==> src/rtl/up_timer_map.vh <==
// Purpose: Register offsets, fields and reset values of the 16-bit up timer
// Assumes: Byte-wide register port, 4-bit address
// Notes: Included by the timer files only
`ifndef UP_TIMER_MAP_VH
`define UP_TIMER_MAP_VH
`define OFS_CNT_HI 4'h0
`define OFS_CNT_LO 4'h1
`define OFS_RLD_HI 4'h2
`define OFS_RLD_LO 4'h3
`define OFS_CTRL 4'h4
`define OFS_IRQ_STAT 4'h5
`define OFS_IRQ_MASK 4'h6
`define CTRL_EN_BIT 7
`define CTRL_ONESHOT_BIT 3
`define CTRL_PRE_MSB 2
`define CTRL_PRE_LSB 0
`define RST_CNT 16'h0001
`define RST_RLD 16'hFFFF
`define RST_BYTE 8'h00
`define CNT_ONE 16'h0001
`define CNT_ALL_ONES 16'hFFFF
`define CNT_ZERO 16'h0000
`define IRQ_RELOAD_BIT 0
`define IRQ_WRAP_BIT 1
`define PRE_WIDTH 3
`define PRE_DIV_WIDTH 7
`endif

==> src/rtl/tick_prescaler.v <==
// Purpose: Divide the system clock by 2^sel to make a one-cycle count tick
// Assumes: sel 0..7 gives divide 1..128
// Notes: Counter held clear while not running
`timescale 1ns/1ns
`include "up_timer_map.vh"
module tick_prescaler
(
   input wire clk,
   input wire rstn,
   input wire run,
   input wire [`PRE_WIDTH-1:0] sel,
   output reg tick
);

reg [`PRE_DIV_WIDTH-1:0] div_r;
wire [`PRE_DIV_WIDTH-1:0] limit;

assign limit = (7'h01 << sel) - 7'h01;

always @(posedge clk or negedge rstn)
begin
   if (!rstn)
   begin
      div_r <= 7'h00;
      tick <= 1'b0;
   end
   else if (!run)
   begin
      div_r <= 7'h00;
      tick <= 1'b0;
   end
   else if (div_r >= limit)
   begin
      div_r <= 7'h00;
      tick <= 1'b1;
   end
   else
   begin
      div_r <= div_r + 7'h01;
      tick <= 1'b0;
   end
end

endmodule

==> src/rtl/up_timer.v <==
// Purpose: 16-bit up-counting timer with reload, prescaler and interrupt
// Assumes: Byte register port, read data one cycle after read strobe
// Notes: Continuous mode wraps; single-shot stops with count 0001 on the tick that reaches reload
`timescale 1ns/1ns
`include "up_timer_map.vh"
module up_timer
(
   input wire clk,
   input wire rstn,
   input wire [3:0] addr,
   input wire [7:0] wdata,
   input wire wr,
   input wire rd,
   output reg [7:0] rdata,
   output reg irq
);

////////////////////////////////////////////////////////////////
// State
reg [15:0] count_r;
reg [15:0] reload_r;
reg [7:0] ctrl_r;
reg [7:0] hold_lo_r;
reg [1:0] stat_r;
reg [1:0] mask_r;
reg [15:0] count_nxt;
reg [1:0] stat_nxt;
reg end_hit;
reg wrap_hit;
wire tick;
wire enabled;

assign enabled = ctrl_r[`CTRL_EN_BIT];

function hit;
   input [3:0] a;
   input [3:0] ofs;
   begin
      hit = (a == ofs);
   end
endfunction

tick_prescaler u_pre
(
   .clk(clk),
   .rstn(rstn),
   .run(enabled),
   .sel(ctrl_r[`CTRL_PRE_MSB:`CTRL_PRE_LSB]),
   .tick(tick)
);

////////////////////////////////////////////////////////////////
// Counter next value
always @*
begin
   count_nxt = count_r;
   end_hit = 1'b0;
   wrap_hit = 1'b0;
   if (enabled && tick)
   begin
      // Reload zero matches after the wrap, giving 65536 ticks
      if (ctrl_r[`CTRL_ONESHOT_BIT] && (count_r + `CNT_ONE == reload_r))
      begin
         end_hit = 1'b1;
         count_nxt = `CNT_ONE;
      end
      else
      begin
         count_nxt = count_r + `CNT_ONE;
         if (count_r == `CNT_ALL_ONES)
         begin
            wrap_hit = 1'b1;
            count_nxt = `CNT_ZERO;
         end
      end
   end
   if (wr && hit(addr, `OFS_CNT_HI))
   begin
      count_nxt[15:8] = wdata;
   end
   if (wr && hit(addr, `OFS_CNT_LO))
   begin
      count_nxt[7:0] = wdata;
   end
end

////////////////////////////////////////////////////////////////
// Interrupt status: set wins over read clear
always @*
begin
   stat_nxt = stat_r;
   if (rd && hit(addr, `OFS_IRQ_STAT))
   begin
      stat_nxt = 2'h0;
   end
   if (end_hit)
   begin
      stat_nxt[`IRQ_RELOAD_BIT] = 1'b1;
   end
   if (wrap_hit)
   begin
      stat_nxt[`IRQ_WRAP_BIT] = 1'b1;
   end
end

////////////////////////////////////////////////////////////////
// Registers
always @(posedge clk or negedge rstn)
begin
   if (!rstn)
   begin
      count_r <= `RST_CNT;
      reload_r <= `RST_RLD;
      ctrl_r <= `RST_BYTE;
      hold_lo_r <= `RST_BYTE;
      stat_r <= 2'h0;
      mask_r <= 2'h0;
      irq <= 1'b0;
   end
   else
   begin
      count_r <= count_nxt;
      stat_r <= stat_nxt;
      irq <= |(stat_nxt & mask_r);
      if (rd && hit(addr, `OFS_CNT_HI) && enabled)
      begin
         hold_lo_r <= count_r[7:0];
      end
      if (wr && hit(addr, `OFS_RLD_HI))
      begin
         reload_r[15:8] <= wdata;
      end
      if (wr && hit(addr, `OFS_RLD_LO))
      begin
         reload_r[7:0] <= wdata;
      end
      if (wr && hit(addr, `OFS_IRQ_MASK))
      begin
         mask_r <= wdata[1:0];
      end
      if (wr && hit(addr, `OFS_CTRL))
      begin
         ctrl_r <= wdata;
      end
      else if (end_hit)
      begin
         ctrl_r[`CTRL_EN_BIT] <= 1'b0;
      end
   end
end

////////////////////////////////////////////////////////////////
// Read data, one cycle after the strobe
always @(posedge clk or negedge rstn)
begin
   if (!rstn)
   begin
      rdata <= `RST_BYTE;
   end
   else if (rd)
   begin
      case (addr)
         `OFS_CNT_HI: rdata <= count_r[15:8];
         `OFS_CNT_LO: rdata <= enabled ? hold_lo_r : count_r[7:0];
         `OFS_RLD_HI: rdata <= reload_r[15:8];
         `OFS_RLD_LO: rdata <= reload_r[7:0];
         `OFS_CTRL: rdata <= ctrl_r;
         `OFS_IRQ_STAT: rdata <= {6'h00, stat_r};
         `OFS_IRQ_MASK: rdata <= {6'h00, mask_r};
         default: rdata <= `RST_BYTE;
      endcase
   end
   else
   begin
      rdata <= `RST_BYTE;
   end
end

endmodule

==> config.mk <==
export PLATFORM = sky130hd
export DESIGN_NAME = up_timer
export DESIGN_NICKNAME = d
export VERILOG_FILES = /design/src/rtl/tick_prescaler.v /design/src/rtl/up_timer.v
export VERILOG_INCLUDE_DIRS = /design/src /design/src/rtl
export SDC_FILE = /design/constraint.sdc
export NUM_CORES = 1
export LEC_CHECK = 0
export BUFFER_PORTS_ARGS = -buffer_cell sky130_fd_sc_hd__buf_4
export CAP_MARGIN = 20
export CORE_MARGIN = 2
export CORE_UTILIZATION = 46
export DETAILED_ROUTE_END_ITERATION = 16
export PLACE_DENSITY = 0.71
export SLEW_MARGIN = 20
export SYNTH_ARGS = -nofsm -noshare
export SYNTH_HDL_FRONTEND = slang
export SYNTH_SLANG_ARGS = --single-unit
==> constraint.sdc <==
create_clock -name clk -period 4.2 [get_ports clk]
set_input_delay 0.84 -clock clk [delete_from_list [all_inputs] [get_ports clk]]
set_output_delay 0.84 -clock clk [all_outputs]
set_load 0.05 [all_outputs]
==> results of run 1 <==
==> final timing paths <==
| kind | start | end | slack, ps | cells past startpoint |
|---|---|---|---|---|
| worst min register to register | ctrl_r[5] | ctrl_r[5] | 510 | 1 |
| worst min-delay path | ctrl_r[5] | ctrl_r[5] | 510 | 1 |
| worst max-delay path | count_r[0] | count_r[7] | 1220 | 8 |
| min in group asynchronous | rstn | rdata[4] | 590 | 1 |
| worst max register to register | count_r[0] | count_r[7] | 1220 | 8 |
| max in group asynchronous | rstn | count_r[10] | 3020 | 1 |
==> kinds of logic (layout without fill, tap and decap cells) <==
family | count (synthesis) | after routing | share of synthesized area
simple gates | 182 | 182 | 0.225
compound gates | 96 | 96 | 0.151
fa+ha+maj | 10 | 10 | 0.0281
mux | 45 | 45 | 0.117
flops | 69 | 69 | 0.392
buf+inv | 42 | 49 | 0.0424
xor+xnor | 23 | 23 | 0.0452
==> metrics by stage <==
| step | std cells | cell area [µm²] |
|---|---|---|
| floorplan | 467 | 4460 |
| global placement | 587 | 4650 |
| detailed placement | 587 | 4650 |
| CTS | 603 | 4850 |
| global route | 603 | 4850 |
| finish | 603 | 4850 |
==> routing by layer <==
metal	vias to the layer above	wire length (µm)
li1	1748	-
met1	1816	5270
met2	191	5630
met3	48	934
met4	0	597
met5	-	0
==> worst register-to-register path, cell delays in order (launching register included) <==
cell and delay (ps):
sky130_fd_sc_hd__dfstp_2 660, sky130_fd_sc_hd__ha_1 340, sky130_fd_sc_hd__nand3_1 150, sky130_fd_sc_hd__or4_4 470, sky130_fd_sc_hd__a221o_1 300, sky130_fd_sc_hd__and4_4 210
sky130_fd_sc_hd__nand3_4 240, sky130_fd_sc_hd__nand4_4 220, sky130_fd_sc_hd__o311ai_1 310
==> placed cells by master, fill, tap and decap left out, drive strengths merged, types with 12 or more instances in the layout <==
| cell type | netlist | routed |
|---|---|---|
| dfrtp | 52 | 52 |
| nand2 | 45 | 45 |
| mux2 | 37 | 37 |
| nor2 | 29 | 29 |
| nand3 | 27 | 27 |
| buf | 12 | 26 |
| o21ai | 21 | 21 |
| a21oi | 18 | 18 |
| dfstp | 17 | 17 |
| xnor2 | 16 | 16 |
| nand4 | 15 | 15 |
| and3 | 12 | 12 |
==> power groups by stage <==
stage                     Clock [mW]  Sequential (mW)  Combinational, mW
final                          0.560            0.947              0.618
after floorplan                    0            0.874              0.514
after detailed placement           0            0.952              0.609
after CTS                      0.569            0.940              0.613
after global routing           0.602            0.962              0.682
after global placement             0            0.944              0.594
==> cell type report <==
type	count	area [µm²]
clock buffer	10	128
clock inverter	6	72.6
fill	857	4470
inverter	7	26.3
multi-input combinational	356	2520
sequential	69	1750
tap	129	161
timing repair buffer	26	195
==> state kept, by name, indices dropped and copies added, names as in the netlist <==
register	cells
count_r	16
ctrl_r	8
hold_lo_r	8
irq	1
mask_r	2
rdata	8
reload_r	16
stat_r	2
u_pre.div_r	7
u_pre.tick	1
==> synth_stat cells (5+ instances only) <==
cell,count
sky130_fd_sc_hd__dfrtp_1,52
sky130_fd_sc_hd__nand2_1,45
sky130_fd_sc_hd__mux2_2,37
sky130_fd_sc_hd__nor2_1,29
sky130_fd_sc_hd__nand3_1,25
sky130_fd_sc_hd__clkbuf_1,23
sky130_fd_sc_hd__o21ai_0,21
sky130_fd_sc_hd__a21oi_1,18
sky130_fd_sc_hd__dfstp_2,17
sky130_fd_sc_hd__xnor2_1,16
sky130_fd_sc_hd__nand4_1,13
sky130_fd_sc_hd__and3_1,12
sky130_fd_sc_hd__nor3_1,11
sky130_fd_sc_hd__ha_1,10
sky130_fd_sc_hd__nor2b_1,8
sky130_fd_sc_hd__nor4_1,8
sky130_fd_sc_hd__buf_2,7
sky130_fd_sc_hd__inv_1,7
sky130_fd_sc_hd__xor2_1,7
sky130_fd_sc_hd__a22oi_1,6
sky130_fd_sc_hd__mux2i_1,6
sky130_fd_sc_hd__a21o_1,5
sky130_fd_sc_hd__a32oi_1,5
sky130_fd_sc_hd__o311ai_1,5
sky130_fd_sc_hd__or3_1,5
==> metrics.md, run 1 <==
| Metric | Value |
|---|---|
| Peak Freq | 335 MHz |
| Outcome | complete, no violations |
| Count of flip-flops with a built-in enable after synthesis | 0 |
| Routed Wire Length | 12400 µm |
| Crit Path Category | reg2reg |
| Clock buffer depth | 2 |
| Setup repair bufs after CTS | 0 |
| Number of clock buffers inserted by TritonCTS | 9 |
| Tmin final | 2980 ps |
| Count of warnings emitted by yosys | 0 |
| Worst Setup Slack post-DPL | 1250 ps |
| Final standard cell utilization of the core | 0.520 |
| Internal power of the cells | 1.37 mW |
| Crit path required time | about 4500 ps |
| Slowest stage cell, crit path | sky130_fd_sc_hd__dfstp_2 |
| Max-slew violation count | 0 |
| Largest clock skew in the final design | 8.38 ps |
| Share of Yosys cell area claimed by the top area cell type | 0.292 |
| Top cells by area, synth | sky130_fd_sc_hd__dfrtp_1 29%, sky130_fd_sc_hd__dfstp_2 10%, sky130_fd_sc_hd__mux2_2 9.3% |
| Sort of element at the start of the critical path | flip-flop |
| Number of cells produced by synthesis | 467 |
| DR WL/cell | 20.6 µm |
| Biggest area consumer among synthesized cells | sky130_fd_sc_hd__dfrtp_1 |
| Share of the cycle needed by the critical path after routing | 0.710 |
| Standard cell core area | about 9300 µm² |
| Diode count | 0 |
| Root buffer selected by CTS | sky130_fd_sc_hd__clkbuf_8 |
| HPWL after detailed placement | 8550 µm |
| Setup TNS after final layout | 0 ps |
| Total count of hold-check failures in the final report | 0 |
| Async S/R FF share, synth | 1.00 |
| Flip-flop and latch count after synthesis | 69 |
| Die Span Y | 102 µm |
| DRC | 0 |
| Area of the mapped netlist | 4460 µm² |
| Reg power frac | 0.446 |
| Global-route congestion overflow total | 0 |
| Net Sw Power | 0.760 mW |
| Syn_area_per_cell | 9.55 µm² |
| Worst slew margin relative to its limit | 0.415 |
| Most instantiated flip-flop cell in the synthesis netlist | sky130_fd_sc_hd__dfrtp_1 |
| Path class of the lowest-slack min-delay path | reg2reg |
| Worst path bufs/invs | 0 |
| Worst stage delay on the critical path | 660 ps |
| Wire length of the first global-routing pass | 20100 µm |
| Total number of vias | 3803 |
| Initial antenna violation count | 0 |
| Part of the power in the clock network | 0.264 |
| Final weighted congestion in routability-driven placement | 0.924 |
| Met2 capacity usage during global routing | 0.388 |
| Count of different cell masters after synthesis | 60 |
| Cell-by-cell listing of the critical path | ha_1 -> nand3_1 -> or4_4 -> a221o_1 -> and4_4 -> nand3_4 -> nand4_4 -> o311ai_1 |
| Maximum Capacitance Violations | 0 |
| Detail-routed via count per cell | about 6.3 |
| All-Layer GR Usage | 0.252 |
| Die footprint | approximately 11000 µm² |
| Initial DRT Pass Iterations | 5 |
| Clock Latency Late Sink | 350 ps |
| Number of port buffers | 24 |
| Critical Path AT | between 3000 and 4000 ps |
| CTS tree | built |
| Clock sink count | 69 |
| Ports placed on the boundary | 25 |
| Number of global-route vias before repair | 3858 |
| Iter 0 DRT Violations | between 300 and 400 |
| Met1 routing resource usage after global routing | 0.332 |
| Worst path top cell family by delay | simple AND/OR/NAND/NOR gates |
| Minimum hold slack | approximately 500 ps |
| Power density over cell area | ~440 nW/µm² |
| CP max FO | 17 |
| Num rows | 35 |
| Peak supply drop | 0.176 mV |
| Critical path capture point type | flip-flop |
| Die width | 102 µm |
| # hold bufs at CTS | 0 |
| Pin count of the biggest net entering global routing | 70 |
| Synth-to-layout area growth | 8.84% |
| Clock-pin slew on the worst setup and hold paths | 80 ps |
| Logic pwr share | 0.291 |
| Worst-Margin Slew | 878 ps |
| Antenna viol nets, final | 0 |
| Final-stage net count | 495 |
| Initial cell density of the core | 0.478 |
| Final critical-path setup slack | 1220 ps |
| Leakage | a little under 2 nW |
| Global-route track usage on met3 | 0.0581 |
| Syn_nets | about 490 |
| Sequential element share of the synthesized area | 0.392 |
| Busiest metal layer after global routing | met2 |
| Unrepaired setup endpoints after global routing | false |
| Total Power | 2.13 mW |
| Count of H-tree levels built during CTS | 3 |
| Total of endpoints with negative setup slack in the final report | 0 |
| Gates resized, CTS repair | 0 |
| Switching part of the total power | 0.358 |
| Fraction of layout instances using a drive strength above 1 | 0.224 |
No activity file was read; power rests on OpenSTA's default activity.
==> inputs of run 2 (changes only) <==
Settings changed: ABC_AREA set to 1.
Clock period 4.2 ns to 2.9 ns, I/O delays scaled along.
==> metrics.md, run 2 <==
| Metric | Value |
|---|---|
| Async S/R FF share, synth | 1.00 |
| Syn_nets | 608 |
| Outcome | complete, no violations |
| CTS tree | built |
| Count of warnings emitted by yosys | 0 |
| Peak Freq | 381 MHz |
| Power density over cell area | approximately 750 nW/µm² |
| Die footprint | 10100 µm² |
| HPWL after detailed placement | 9260 µm |
| Top cells by area, synth | sky130_fd_sc_hd__dfrtp_1 31%, sky130_fd_sc_hd__nand2_1 15%, sky130_fd_sc_hd__dfstp_2 10% |
| Critical Path AT | between 2000 and 3000 ps |
| Share of Yosys cell area claimed by the top area cell type | 0.305 |
| Sort of element at the start of the critical path | flip-flop |
| Clock sink count | 69 |
| Total number of vias | between 4k and 5k |
| Global-route congestion overflow total | 0 |
| Worst slew margin relative to its limit | 0.403 |
| Crit path required time | 3170 ps |
| Initial cell density of the core | 0.468 |
| Total of endpoints with negative setup slack in the final report | 0 |
| Number of cells produced by synthesis | roughly 580 |
| Worst Setup Slack post-DPL | 257 ps |
| Unrepaired setup endpoints after global routing | false |
| DR WL/cell | 16.8 µm |
| Top library cells by usage in the layout, fill and taps aside | 171 x sky130_fd_sc_hd__nand2_1, 70 x sky130_fd_sc_hd__inv_1, 52 x sky130_fd_sc_hd__dfrtp_1 |
| Path class of the lowest-slack min-delay path | in2async |
| Biggest area consumer among synthesized cells | sky130_fd_sc_hd__dfrtp_1 |
| Sequential element share of the synthesized area | 0.410 |
| Clock-pin slew on the worst setup and hold paths | about 80 ps |
| Pin count of the biggest net entering global routing | 70 |
| # hold bufs at CTS | 0 |
| Count of flip-flops with a built-in enable after synthesis | 0 |
| Most instantiated library cell after synthesis | sky130_fd_sc_hd__nand2_1 |
| Most instantiated flip-flop cell in the synthesis netlist | sky130_fd_sc_hd__dfrtp_1 |
| Die width | between 100 and 150 µm |
| Initial DRT Pass Iterations | 5 |
| Fraction of layout instances using a drive strength above 1 | 0.153 |
| Antenna viol nets, final | 0 |
| Count of different cell masters after synthesis | 34 |
| Leakage | between 2 and 2.5 nW |
| Diode count | 0 |
| Critical path capture point type | flip-flop |
| Area after DPL | 4600 µm² |
| Die Span Y | 100 µm |
| Crit Path Category | reg2reg |
| Total count of hold-check failures in the final report | 0 |
| Final-stage net count | between 600 and 700 |
| Number of port buffers | 24 |
| Final weighted congestion in routability-driven placement | 1.08 |
| Root buffer selected by CTS | sky130_fd_sc_hd__clkbuf_8 |
| Tmin final | 2620 ps |
| Post-route cell area | between 4000 and 5000 µm² |
| Leading cell type in the layout, fill and taps excluded | sky130_fd_sc_hd__nand2_1 |
| DRC | 0 |
| Setup TNS after final layout | 0 ps |
| Number of clock buffers inserted by TritonCTS | 9 |
| Initial antenna violation count | 0 |
| Share of the cycle needed by the critical path after routing | 0.904 |
| Maximum Capacitance Violations | 0 |
| Routed Wire Length | between 10000 and 15000 µm |
| Num rows | 35 |
| Peak supply drop | ~0.32 mV |
| Largest clock skew in the final design | about 12 ps |
| Registers with the highest flip-flop counts | count_r (16), reload_r (16) |
| Ports placed on the boundary | 25 |
| Gates resized, CTS repair | 0 |
| Syn_area_per_cell | 7.32 µm² |
| Count of H-tree levels built during CTS | 3 |
| Final critical-path setup slack | 279 ps |
| Synth-to-layout area growth | 13.6% |
| All-Layer GR Usage | 0.256 |
| Detail-routed via count per cell | 5.68 |
| Max-slew violation count | 0 |
| Number of global-route vias before repair | between 3k and 4k |
| Commonest cells in the synthesized netlist | 171 x sky130_fd_sc_hd__nand2_1, 70 x sky130_fd_sc_hd__inv_1, 52 x sky130_fd_sc_hd__dfrtp_1 |
| Area of the mapped netlist | 4260 µm² |
| Flip-flop and latch count after synthesis | 69 |
| Standard cell core area | 9110 µm² |
| Clock Latency Late Sink | between 300 and 400 ps |
| Worst-Margin Slew | 896 ps |
| Iter 0 DRT Violations | 302 |
| Wire length of the first global-routing pass | 19900 µm |
| Final standard cell utilization of the core | 0.532 |
| Clock buffer depth | 2 |
| Setup repair bufs after CTS | 0 |
| Minimum hold slack | 350 ps |
| CP max FO | 8 |
run 2: final cells by class:
class	instances	area, µm²
timing repair buffer	29	218
clock inverter	7	121
inverter	74	278
fill	877	4260
tap	111	139
multi-input combinational	434	2220
sequential	69	1750
clock buffer	9	124
run 2: critical path, cell delays in order, from the launching register on:
cell and delay, ps:
sky130_fd_sc_hd__dfrtp_1 420, sky130_fd_sc_hd__clkinv_1 220, sky130_fd_sc_hd__nand2_1 170, sky130_fd_sc_hd__ha_1 220
sky130_fd_sc_hd__o21ai_0 160, sky130_fd_sc_hd__o21ai_0 110, sky130_fd_sc_hd__o211ai_1 110, sky130_fd_sc_hd__ha_1 330
sky130_fd_sc_hd__a21oi_1 150, sky130_fd_sc_hd__o21a_1 150, sky130_fd_sc_hd__nand4_1 230, sky130_fd_sc_hd__nor3b_1 260
run 2: final timing paths:
kind | startpoint | endpoint | slack [ps] | depth (start not counted)
setup reg to reg | ctrl_r[2] | u_pre.div_r[4] | 280 | 11
min in group clk | wdata[2] | ctrl_r[2] | 430 | 3
setup / recovery | ctrl_r[2] | u_pre.div_r[4] | 280 | 11
hold reg to reg | ctrl_r[5] | ctrl_r[5] | 500 | 2
hold / removal | rstn | ctrl_r[2] | 350 | 1
max in group asynchronous | rstn | count_r[12] | 1980 | 1
run 2: logic make-up after synthesis:
group,Yosys count,synth area share
AND/OR/NAND/NOR,318,0.338
AO/OA/AOI/OAI,100,0.141
buffers and inverters,79,0.0699
flip-flops,69,0.410
adder cells (fa/ha/maj),10,0.0294
XOR/XNOR,6,0.0123
run 2: layer usage:
layer	GRT usage	wire [µm]	vias to the layer above
li1	-	-	1999
met1	0.364	5600	1953
met2	0.389	5440	186
met3	0.0460	954	27
met4	0.100	350	0
met5	0	0	-
run 2: stage by stage:
stage | instances | total power, mW
after global placement | 717 | 2.59
after floorplan | 582 | 2.27
after CTS | 733 | 3.62
after detailed placement | 717 | 2.63
after global routing | 733 | 3.86
final | 733 | 3.63
run 2: power breakdown:
part,internal (mW),switching (mW)
sequential,1.20,0.235
clock,0.577,0.412
combinational,0.420,0.785
total,2.19,1.43
